===== config.mk =====
export PLATFORM = sky130hd
export DESIGN_NAME = adc_trigger_format
export DESIGN_NICKNAME = d
export VERILOG_FILES = /design/src/verilog/adc_trig_pkg.sv /design/src/verilog/adc_trigger_format.sv /design/src/verilog/trig_edge_sync.sv
export SDC_FILE = /design/constraint.sdc
export NUM_CORES = 1
export LEC_CHECK = 0
export ABC_AREA = 0
export BUFFER_PORTS_ARGS = -buffer_cell sky130_fd_sc_hd__buf_4
export CAP_MARGIN = 15
export CORE_AREA = 2 2 121 88
export CTS_CLUSTER_SIZE = 40
export DETAILED_ROUTE_END_ITERATION = 8
export DIE_AREA = 0 0 123 90
export PLACE_DENSITY_LB_ADDON = 0.3
export SLEW_MARGIN = 25
export SYNTH_ARGS = -nofsm -noshare
export SYNTH_HDL_FRONTEND = slang
export SYNTH_HIERARCHICAL = 1
export SYNTH_SLANG_ARGS = --single-unit

===== constraint.sdc =====
create_clock -name clk_i -period 5.86 [get_ports clk_i]
set_input_delay 0.879 -clock clk_i [delete_from_list [all_inputs] [get_ports clk_i]]
set_output_delay 0.879 -clock clk_i [all_outputs]
set_load 0.02 [all_outputs]

===== src/verilog/adc_trig_pkg.sv =====
// package: register map, field layout, trigger codes and timing for the trigger/format slice
package adc_trig_pkg;
	// ********************************
	// register word offsets (byte addresses)
	// ********************************
	localparam logic [3:0] OFF_CONTROL      = 4'h0; // enable, start/busy, justify
	localparam logic [3:0] OFF_TRIG_SELECT  = 4'h4; // auto_trigger_select
	localparam logic [3:0] OFF_RESULT_HIGH  = 4'h8; // result_high
	localparam logic [3:0] OFF_RESULT_LOW   = 4'hC; // result_low

	// ********************************
	// control register fields
	// ********************************
	localparam int CTL_ENABLE_BIT  = 0;  // converter_enable
	localparam int CTL_BUSY_BIT    = 1;  // conversion status
	localparam int CTL_JUSTIFY_BIT = 7;  // justify_select, 1 = right
	localparam int TRIG_LSB        = 3;  // trigger_source_code low bit
	localparam int TRIG_MSB        = 7;  // trigger_source_code high bit

	// ********************************
	// reset values
	// ********************************
	localparam logic [7:0] TRIG_SELECT_RESET = 8'h00;
	localparam logic [7:0] CONTROL_RESET     = 8'h00;

	// ********************************
	// trigger codes
	// ********************************
	localparam logic [4:0] TRIG_NONE      = 5'h00;
	localparam logic [4:0] TRIG_TIMER0    = 5'h03;
	localparam logic [4:0] TRIG_TIMER1    = 5'h04;
	localparam logic [4:0] TRIG_LAST      = 5'h14; // angular compare 3
	localparam int         NUM_SOURCES    = 20;    // codes 1..20

	// ********************************
	// timing
	// ********************************
	localparam int CONV_CYCLES_DEFAULT = 12; // conversion length in clocks
endpackage


===== src/verilog/adc_trigger_format.sv =====
// module: trigger selection, conversion sequencing and result formatting with wishbone slave
// Functional notes
// - codes 0..9: none, capcomp, timers, comparators
// - codes 10..20 other sources; 21..31 reserved
// - triggers act on rising edge only
// - timer0/1 wrap still sets own flag
// - select low bits read zero; reset clears
// - left justify: high=9..2, low[7:6]=1..0
// - right justify: high[1:0]=9..8, low=7..0
// - results writable, kept across soft resets
// - unused result bits cleared on load
// - status bit starts, hardware clears on done
`timescale 1ns/1ps
module adc_trigger_format
	import adc_trig_pkg::*;
#(
	parameter int CONV_CYCLES = CONV_CYCLES_DEFAULT // clocks per conversion
) (
	// clock and reset
	input  wire logic        clk_i,
	input  wire logic        rst_i,
	input  wire logic        por_i,            // power-on / brown-out reset
	// wishbone slave
	input  wire logic        cyc_i,
	input  wire logic        stb_i,
	input  wire logic        we_i,
	input  wire logic [3:0]  adr_i,
	input  wire logic [3:0]  sel_i,
	input  wire logic [31:0] dat_i,
	output logic      [31:0] dat_o,
	output logic             ack_o,
	// trigger sources
	input  wire logic        capcomp1_output_i,
	input  wire logic        capcomp2_output_i,
	input  wire logic        timer0_wrap_i,
	input  wire logic        timer1_wrap_i,
	input  wire logic        timer2_post_event_i,
	input  wire logic        comparator1_synced_i,
	input  wire logic        comparator2_synced_i,
	input  wire logic        timer4_post_event_i,
	input  wire logic        timer6_post_event_i,
	input  wire logic        measure_timer1_match_i,
	input  wire logic        measure_timer2_match_i,
	input  wire logic        timer3_wrap_i,
	input  wire logic        timer5_wrap_i,
	input  wire logic        logic_cell1_output_i,
	input  wire logic        logic_cell2_output_i,
	input  wire logic        logic_cell3_output_i,
	input  wire logic        logic_cell4_output_i,
	input  wire logic        angular_compare1_i,
	input  wire logic        angular_compare2_i,
	input  wire logic        angular_compare3_i,
	// analog core
	input  wire logic [9:0]  conversion_result_i, // sampled at end of conversion
	output logic             convert_busy_o,
	output logic             timer0_flag_set_o,   // timer0 wrap seen
	output logic             timer1_flag_set_o    // timer1 wrap seen
);
	// ********************************
	// state and registers
	// ********************************
	typedef enum {ST_IDLE, ST_CONVERT} conv_state_t;
	conv_state_t  state_q, state_d;          // conversion sequencer
	logic [4:0]   trig_code_q;               // trigger_source_code
	logic         enable_q;                  // converter_enable
	logic         justify_q;                 // justify_select
	logic [7:0]   result_high_q, result_high_d;
	logic [7:0]   result_low_q, result_low_d;
	logic [15:0]  count_q, count_d;          // conversion clock count
	logic [31:0]  dat_q;
	logic         ack_q;
	logic         t0_flag_q, t1_flag_q;
	logic         busy_q;                    // registered busy level for the pin

	// ********************************
	// bus decode
	// ********************************
	wire bus_req    = cyc_i & stb_i & ~ack_q;
	wire bus_wr     = bus_req & we_i & sel_i[0];
	wire wr_control = bus_wr & (adr_i == OFF_CONTROL);
	wire wr_trig    = bus_wr & (adr_i == OFF_TRIG_SELECT);
	wire wr_high    = bus_wr & (adr_i == OFF_RESULT_HIGH);
	wire wr_low     = bus_wr & (adr_i == OFF_RESULT_LOW);

	// ********************************
	// trigger synchronise and select
	// ********************************
	wire [NUM_SOURCES-1:0] src_raw = {
		angular_compare3_i, angular_compare2_i, angular_compare1_i,
		logic_cell4_output_i, logic_cell3_output_i, logic_cell2_output_i,
		logic_cell1_output_i, timer5_wrap_i, timer3_wrap_i,
		measure_timer2_match_i, measure_timer1_match_i,
		timer6_post_event_i, timer4_post_event_i,
		comparator2_synced_i, comparator1_synced_i, timer2_post_event_i,
		timer1_wrap_i, timer0_wrap_i, capcomp2_output_i, capcomp1_output_i};
	logic [NUM_SOURCES-1:0] src_rise; // one-cycle rising edge per source

	// every source passes a synchroniser before its edge is taken
	trig_edge_sync #(.N(NUM_SOURCES)) u_sync (
		.clk_i  (clk_i),
		.rst_i  (rst_i),
		.src_i  (src_raw),
		.rise_o (src_rise)
	);

	// code n selects bit n-1; none and reserved codes select nothing
	wire code_valid = (trig_code_q != TRIG_NONE) && (trig_code_q <= TRIG_LAST);
	wire [4:0] code_idx = trig_code_q - 5'h01;
	// padded to 32 so every 5-bit index stays in range
	wire [31:0] rise_all = 32'(src_rise);
	wire trig_rise  = code_valid & rise_all[code_idx];
	wire idle       = (state_q == ST_IDLE);
	wire sw_start   = wr_control & dat_i[CTL_BUSY_BIT] & (enable_q | dat_i[CTL_ENABLE_BIT]);
	wire hw_start   = trig_rise & enable_q;
	wire done       = (state_q == ST_CONVERT) && (count_q == 16'(CONV_CYCLES - 1));

	// ********************************
	// conversion sequencer
	// ********************************
	always_comb
	begin
		state_d = state_q;
		count_d = count_q;
		unique case (state_q)
			ST_IDLE:
			begin
				// software write or trigger edge starts alike
				if (sw_start | hw_start)
				begin
					state_d = ST_CONVERT;
					count_d = 16'h0000;
				end
			end
			ST_CONVERT:
			begin
				// disabling aborts; completion clears busy
				if (!enable_q || done)
					state_d = ST_IDLE;
				else
					count_d = count_q + 16'h0001;
			end
		endcase
	end

	// ********************************
	// result formatting
	// ********************************
	always_comb
	begin
		result_high_d = result_high_q;
		result_low_d  = result_low_q;
		if (rst_i)
		begin
			// a soft reset holds both results, even against a load or write
			result_high_d = result_high_q;
			result_low_d  = result_low_q;
		end
		else if (done && enable_q)
		begin
			if (justify_q)
			begin
				// right: upper six bits of high forced low
				result_high_d = {6'b00_0000, conversion_result_i[9:8]};
				result_low_d  = conversion_result_i[7:0];
			end
			else
			begin
				// left: lower six bits of low forced low
				result_high_d = conversion_result_i[9:2];
				result_low_d  = {conversion_result_i[1:0], 6'b00_0000};
			end
		end
		else
		begin
			if (wr_high)
				result_high_d = dat_i[7:0];
			if (wr_low)
				result_low_d = dat_i[7:0];
		end
	end

	// ********************************
	// read mux
	// ********************************
	wire [7:0] ctl_rd  = {justify_q, 5'b0_0000, ~idle, enable_q};
	wire [7:0] trig_rd = {trig_code_q, 3'b000};
	wire [7:0] rd_byte = (adr_i == OFF_CONTROL)     ? ctl_rd :
	                     (adr_i == OFF_TRIG_SELECT) ? trig_rd :
	                     (adr_i == OFF_RESULT_HIGH) ? result_high_q :
	                     (adr_i == OFF_RESULT_LOW)  ? result_low_q : 8'h00;

	// ********************************
	// control registers, cleared by the soft reset rst_i only
	// ********************************
	always_ff @(posedge clk_i)
	begin
		if (rst_i)
		begin
			state_q     <= ST_IDLE;
			busy_q      <= 1'b0;
			count_q     <= 16'h0000;
			trig_code_q <= TRIG_SELECT_RESET[TRIG_MSB:TRIG_LSB];
			enable_q    <= CONTROL_RESET[CTL_ENABLE_BIT];
			justify_q   <= CONTROL_RESET[CTL_JUSTIFY_BIT];
			ack_q       <= 1'b0;
			dat_q       <= 32'h0000_0000;
			t0_flag_q   <= 1'b0;
			t1_flag_q   <= 1'b0;
		end
		else
		begin
			state_q <= state_d;
			busy_q  <= (state_d == ST_CONVERT);
			count_q <= count_d;
			ack_q   <= bus_req;
			dat_q   <= bus_req ? {24'h00_0000, rd_byte} : 32'h0000_0000;
			if (wr_trig)
				trig_code_q <= dat_i[TRIG_MSB:TRIG_LSB];
			if (wr_control)
			begin
				enable_q  <= dat_i[CTL_ENABLE_BIT];
				justify_q <= dat_i[CTL_JUSTIFY_BIT];
			end
			// timer wraps keep reaching their own flags, selected or not
			t0_flag_q <= src_rise[TRIG_TIMER0 - 5'h01];
			t1_flag_q <= src_rise[TRIG_TIMER1 - 5'h01];
		end
	end

	// ********************************
	// result registers: only power-on clears
	// ********************************
	always_ff @(posedge clk_i)
	begin
		if (por_i)
		begin
			result_high_q <= 8'h00;
			result_low_q  <= 8'h00;
		end
		else
		begin
			result_high_q <= result_high_d;
			result_low_q  <= result_low_d;
		end
	end

	// ********************************
	// outputs
	// ********************************
	assign dat_o             = dat_q;
	assign ack_o             = ack_q;
	assign convert_busy_o    = busy_q;
	assign timer0_flag_set_o = t0_flag_q;
	assign timer1_flag_set_o = t1_flag_q;

	// ********************************
	// checks
	// ********************************
	// a selected edge while idle and enabled starts at the next edge
	chk_edge_starts: assert property (@(posedge clk_i) disable iff (rst_i)
		idle && hw_start |=> state_q == ST_CONVERT)
		else $error("trigger edge did not start conversion");
	// with the converter off only a control write may start it
	chk_no_start_dis: assert property (@(posedge clk_i) disable iff (rst_i)
		idle && !enable_q && !wr_control |=> idle)
		else $error("conversion started while disabled");
	// whole register pair checked, not only the cleared bits
	chk_right_format: assert property (@(posedge clk_i) disable iff (rst_i || por_i)
		done && enable_q && justify_q |=> result_high_q == {6'h00, $past(conversion_result_i[9:8])}
		&& result_low_q == $past(conversion_result_i[7:0]))
		else $error("right justified load wrong");
	chk_left_format: assert property (@(posedge clk_i) disable iff (rst_i || por_i)
		done && enable_q && !justify_q |=> result_low_q == {$past(conversion_result_i[1:0]), 6'h00}
		&& result_high_q == $past(conversion_result_i[9:2]))
		else $error("left justified load wrong");
	chk_busy_clears: assert property (@(posedge clk_i) disable iff (rst_i)
		done |=> !convert_busy_o)
		else $error("busy not cleared on completion");
	chk_trig_read: assert property (@(posedge clk_i) disable iff (rst_i)
		bus_req && adr_i == OFF_TRIG_SELECT |=> dat_o[2:0] == 3'b000)
		else $error("trigger select low bits not zero");
	// no code and reserved codes must leave the sequencer idle
	chk_reserved_idle: assert property (@(posedge clk_i) disable iff (rst_i)
		idle && !wr_control && (trig_code_q == TRIG_NONE || trig_code_q > TRIG_LAST)
		|=> idle)
		else $error("reserved code produced a trigger");
	// timer wraps reach their own flags whatever is selected
	chk_timer0_flag: assert property (@(posedge clk_i) disable iff (rst_i)
		src_rise[TRIG_TIMER0 - 5'h01] |=> timer0_flag_set_o)
		else $error("timer0 flag missed");
	chk_timer1_flag: assert property (@(posedge clk_i) disable iff (rst_i)
		src_rise[TRIG_TIMER1 - 5'h01] |=> timer1_flag_set_o)
		else $error("timer1 flag missed");
	chk_result_kept: assert property (@(posedge clk_i) disable iff (por_i)
		rst_i |=> $stable(result_high_q) && $stable(result_low_q))
		else $error("result lost on soft reset");
	// the answer stands one cycle, never two
	chk_ack_single: assert property (@(posedge clk_i) disable iff (rst_i)
		ack_o |=> !ack_o)
		else $error("acknowledge held for more than one cycle");
	cov_hw_start: cover property (@(posedge clk_i) idle && hw_start);
	cov_sw_start: cover property (@(posedge clk_i) idle && sw_start);
	cov_right_done: cover property (@(posedge clk_i) done && justify_q);
	cov_left_done: cover property (@(posedge clk_i) done && !justify_q);
endmodule // adc_trigger_format


===== src/verilog/trig_edge_sync.sv =====
// module: per-source two-flop synchroniser plus rising edge detector
`timescale 1ns/1ps
module trig_edge_sync #(
	parameter int N = 20 // number of trigger sources
) (
	// clock and reset
	input  wire logic         clk_i,
	input  wire logic         rst_i,
	// raw sources and their rising edges
	input  wire logic [N-1:0] src_i,
	output logic      [N-1:0] rise_o
);
	// ********************************
	// one synchroniser per source
	// ********************************
	// flops live inside each loop pass, so no vector has several writers
	genvar g;
	generate
		for (g = 0; g < N; g++)
		begin : g_src
			logic meta_q; // first stage, read only by second
			logic sync_q; // second stage
			logic last_q; // delayed copy for edge detect
			// shift chain
			always_ff @(posedge clk_i)
			begin
				if (rst_i)
				begin
					meta_q <= 1'b0;
					sync_q <= 1'b0;
					last_q <= 1'b0;
				end
				else
				begin
					meta_q <= src_i[g];
					sync_q <= meta_q;
					last_q <= sync_q;
				end
			end
			// single cycle pulse on low-to-high only
			assign rise_o[g] = sync_q & ~last_q;
		end
	endgenerate
endmodule // trig_edge_sync


======== Yosys cells after proc, flatten, opt, wreduce, memory -nomap -nowiden ========
Index checks and enable logic that the tools add are counted.
storage, ports and cells
  flip-flop bits (word level) ............. 167
  input port bits ......................... 76
operators by class
  $add $sub $neg .......................... 2
  $lt $le $gt $ge ......................... 2
  equality and inequality tests ........... 9
  mux-type cells .......................... 18
  bitwise logic cells ..................... 58
  reduce and logical (&&, ||, !) cells .... 17
operators by type and width
  cell                                                         number
  two-way mux 8 bit                                            10
  equality test 32 x 2 -> 1 bit (second input constant)        2
  logical NOT 32 bit                                           2
  two-way mux 32 bit                                           2
  one-hot mux 32 bit (2 select lines)                          1
  bitwise AND 1 bit                                            32
  equality test 32 x 1 -> 1 bit (second input constant)        1
  two-way mux 16 bit                                           2
  one-hot mux 16 bit (2 select lines)                          1
  NOT 1 bit                                                    24
  adder 16 x 1 -> 16 bit (second input constant)               1
  equality test 16 x 4 -> 1 bit (second input constant)        1
  equality test 4 bit (second input constant)                  2
  less-than comparator 5 x 6 -> 1 bit (second input constant)  1
  AND reduction 2 bit                                          3
  binary-select mux 1 bit (select 5 bit)                       1
  less-or-equal comparator 5 bit (second input constant)       1
  nonzero test 5 bit                                           1
  subtractor 5 x 1 -> 5 bit (second input constant)            1
  equality test 4 x 3 -> 1 bit (second input constant)         1
  logical NOT 4 bit                                            1
  != test 2 bit (second input constant)                        2
  nonzero test 2 bit                                           2
  OR reduction 4 bit                                           1
  other kinds (7)                                              10

======== Logic depth before layout (Yosys ltp) ========
  word-level depth ........................ 11
  gate-level depth with buffers ........... 12
  mapped depth without buffers ............ 9

======== By module ========
Netlist, hierarchy kept.
modules (own cells, without submodules)
  module              times used  cells an instance  area an instance (sq um)  seq. area each (sq um)
  adc_trigger_format  1           437                3946.3                    1661.6
  trig_edge_sync      1           146                1731.7                    1201.2

======== Worst setup path after synthesis ========
Ideal clock, no wire load.
  kind .................................... register -> register
  start point ............................. register trig_code_q[0]
  end point ............................... register count_q[12]
  setup time .............................. 132 ps
  arrival ................................. 2764 ps
  data required time ...................... 5728 ps
  setup slack ............................. 2964 ps
  stages on the path, launching flop included .. 13
  buffers on the path ..................... 3
  cell sequence ........................... dfxtp_1 -> buf_4 -> inv_1 -> ha_1 -> mux4_1 -> nand3_1 -> or4b_1 -> a31o_1 -> or2_4 -> buf_6 -> buf_2 -> o31ai_1 -> a21oi_1
between the ends
  cells in the longest elaborated chain, start to end .. 8
  elaborated cells between the ends (all ways) .. 11
  classes of those cells .................. add/sub: 1; order compare: 1; eq/ne: 1; mux: 2; bitwise: 3; reduce/logical: 3
RTL lines
  what                                     RTL line                   RTL
  from (decl)                              adc_trigger_format.sv:64   logic [4:0] trig_code_q;
  from (signal assigned)                   adc_trigger_format.sv:202  trig_code_q <= TRIG_SELECT_RESET[TRIG_MSB:TRIG_LSB];
  from (signal assigned)                   adc_trigger_format.sv:218  trig_code_q <= dat_i[TRIG_MSB:TRIG_LSB];
  subtractor 5 x 1 -> 5 bit                adc_trigger_format.sv:108  wire [4:0] code_idx = trig_code_q - 5'h01;
  binary-select mux 1 bit (select 5 bit)   adc_trigger_format.sv:111  wire trig_rise = code_valid & rise_all[code_idx];
  two-way mux 1 bit (implied by the code)  adc_trigger_format.sv:111
  bitwise AND 1 bit (*)                    adc_trigger_format.sv:111
  bitwise AND 1 bit (*)                    adc_trigger_format.sv:114  wire hw_start = trig_rise & enable_q;
  bitwise OR 1 bit (*)                     adc_trigger_format.sv:128  if (sw_start | hw_start)
  != test 2 bit (no line) (*)              -
  AND reduction 2 bit (no line) (*)        -
  to (signal assigned)                     adc_trigger_format.sv:214  count_q <= count_d;
  to (decl)                                adc_trigger_format.sv:69   logic [15:0] count_q, count_d;
Mark *: on every way between the ends. The rest lies on a longest branch, timed or not. The select of a mux whose other input is x is not followed.
A chain may end at the register's enable or synchronous reset.

======== Worst setup path in the final report ========
  start point ............................. register trig_code_q[0]
  end point ............................... register count_q[5]
Same word-level chain as after synthesis.

==> out/results.ini <==
[status]
status = finished clean

[global_routing]
grt_max_degree = 82
antenna_found_initial = 0
grt_pass1_wl_mm = 17.77
track_usage_pct = 20.38
grt_pass1_vias = 3806
grt-ovfl-total = 0

[power_and_ir_drop]
vdd_ir_drop_max_uv = 213.9
pwr_density_cell_nw_per_um2 = 338.3
p_comb_share_pct = 4.1
p_int_mw = 1.829
seq_power_share_pct = 43.7
power.leakage_nw = 2.651
power.share.switching_pct = 19.78
switchingPower_mw = 0.4509
finalPower_mw = 2.279
clkPwrFrac_pct = 52.2

[synthesis]
synth_edf_count = 0
ys_warn_count = 6
synthFlopType = dfxtp_1
synth.mux.area_fraction_pct = 5.619
syn-cell-area_um2 = 5678
yosysMostFrequentCell = dfxtp_1
synth_cells = 583
synth.area.top_cells = dfxtp_1 (50%), nor2b_1 (9.5%), and2_1 (4.2%), buf_4 (3.3%), a21oi_1 (2.5%)
ys_seq_elements = 143
synth-simple-area-share_pct = 27.04
synth_top_area_share_pct = 50.42
synth_xor_area_share_pct = 0.6170
ys_seq_area_share_pct = 50.42
yosysTopAreaCell = dfxtp_1
synth_compound_area_share_pct = 9.718
synthAdderAreaFrac_pct = 0.6611
syn_avg_cell_area_um2 = 9.739
async_flop_share_pct = 0
yosys-top-cells-count = dfxtp_1 (143), nor2b_1 (86), and2_1 (38), nor2_1 (35), nand2_1 (29)
synth_cell_types = 58
synth_top_family_by_area = simple AND/OR/NAND/NOR gates

[cells_and_area]
regArea_um2 = 2863
layout.nets = 715
fillers = 800
fin_cells = 781
stdcell_area_um2 = 6738
diodes = 0
layout-drive-gt1-share_pct = 16.33
multi_input_area_um2 = 2569
area_growth_pct = 18.66

[die]
die_y_um = 90
io_pins = 112
start_util_pct = 56.74
row_count = 31
dieArea_um2 = 11070
core_um2 = 10010
die_w_um = 123

[detailed_routing]
routed_wl_mm = 11.01
via_per_inst = 5.254
drtIter0Drc = 291
wire_per_inst_um = 14.10
final_antenna_net_count = 0
drc = 0
vias = 4103
dr.pass1.iters = 5

[setup_path]
path_buf_inv = 1
crit_path_start_kind = flop
slowest_stage = dfxtp_1
setup.worst_path.end_class = flop
cpPeakStageDelay_ns = 0.73
crit_type = reg -> reg
path_max_fanout = 23
cp.required_ns = 6.20
cp_cell_sequence = inv_1 -> ha_1 -> mux4_1 -> nand3_1 -> or4b_1 -> a31o_1 -> or2_4 -> or4_1 -> a21oi_1
r2r_start = trig_code_q[0]$_SDFFE_PP0P_
cpLargestDelayFamily = simple AND/OR/NAND/NOR gates
worst-endpoint-arrival_ns = 3.82
startpoint = trig_code_q[0]$_SDFFE_PP0P_

[timing]
setup_viol = 0
fin_tns_setup_ns = 0
relSlewSlack_pct = 41.71
finalCritPeriodShare_pct = 59.38
finalHoldViolations = 0
max_clock_freq_ghz = 0.2874
finalClockSkew_ns = 0.005763
rsz0062_at_grt = no
worst_pin_slew_ns = 0.8711
layout_min_cycle_time_ns = 3.480
slew_viol_final = 0

[placement]
placed_area_um2 = 6085
hpwl_mm = 7.518
portBuffers = 60
dp.cells = 749
gp_congestion = 0.8411

[min_path]
hold_start = u_sync/g_src[6].meta_q$_SDFF_PP0_
min_path_type = reg -> reg

[clock_network]
root_buffer = clkbuf_16
cts_resized = 0
cts_max_level = 4
ctsHoldBuffers = 0
postCtsSetupBuffers = 0
cts_tree = done
ctsLongestPathBuffers = 2
clock_latency_ns = 0.42
clk_pin_slew_worst_paths_ns = 0.06
cts.sinks = 143
cts-buffers-inserted = 17

[flow_run]
max-cap-violations = 0

final timing paths:
| check | endpoint | slack, ns | depth (start not counted) |
|---|---|---|---|
| hold reg to reg | u_sync/g_src[6].sync_q$_SDFF_PP0_ | 0.43 | 1 |
| setup / recovery | count_q[5]$_SDFFE_PP0P_ | 2.38 | 9 |
| hold / removal | u_sync/g_src[6].sync_q$_SDFF_PP0_ | 0.43 | 1 |
| setup reg to reg | count_q[5]$_SDFFE_PP0P_ | 2.38 | 9 |
layer usage:
layer	track usage [%]	wire length [µm]	vias up
met4	9.091	119	0
met3	4.251	663	14
met2	30.89	4974	114
met5	0	0	-
li1	-	-	2075
met1	27.93	5256	1900
stage by stage:
step | setup WS, ns | util [%] | hold WS (ns)
6_report | 2.380 | 67.33 | 0.4332
5_1_grt | 1.994 | 67.33 | 0.4519
4_1_cts | 2.382 | 67.33 | 0.4352
3_5_place_dp | 2.418 | 60.80 | 0.4220
3_3_place_gp | 2.463 | 60.80 | 0.4211
2_1_floorplan | 2.964 | - | 0.4138
final cells by class:
cell class              instances  area share, %
multi-input cells             404          38.12
well taps                     132          2.451
repair buffers                 60          6.685
inverters                      10         0.5571
clock buffers                  21          6.537
flip-flops and latches        143          42.49
clock inverters                11          3.157
cell usage in the layout (no fill, tap or decap), drive strengths merged, types with 3 or more instances in the layout:
cell type,count
a211oi,10
a21o,4
a21oi,28
a221oi,3
a22oi,8
a31oi,3
and2,38
and3,6
buf,60
bufinv,6
clkbuf,21
clkinvlp,3
conb,24
dfxtp,143
ha,3
inv,10
mux2,10
mux2i,9
mux4,5
nand2,29
nand3,16
nand3b,3
nand4,4
nor2,35
nor2b,86
nor3,9
nor3b,5
nor4,13
o21ai,8
o31ai,5
or3,4
or4,6
xnor2,3
power groups by stage:
stage	clock network, mW	logic (mW)	registers [mW]
floorplan	0	0.0696	1.02
global placement	0	0.0920	1.02
detailed placement	0	0.0937	1.02
CTS	1.20	0.0944	0.996
global route	1.23	0.103	0.997
finish	1.19	0.0945	0.995
state kept, by name (all words and copies together), names as in the netlist:
name,count
dat_o,8
convert_busy_o,1
u_sync/g_src.meta_q,20
trig_code_q,5
u_sync/g_src.last_q,20
ack_o,1
timer1_flag_set_o,1
justify_q,1
result_low_q,8
result_high_q,8
state_q,32
enable_q,1
count_q,16
u_sync/g_src.sync_q,20
timer0_flag_set_o,1
kinds of logic (layout without fill, tap and decap cells):
group	Yosys count	count (layout)
multiplexers	24	24
adder cells (fa/ha/maj)	3	3
AND/OR/NAND/NOR	267	267
AO/OA/AOI/OAI	82	82
flip-flops	143	143
buffers and inverters	59	102
other	1	24
XOR/XNOR	4	4
(Power assumes the default switching activity.)
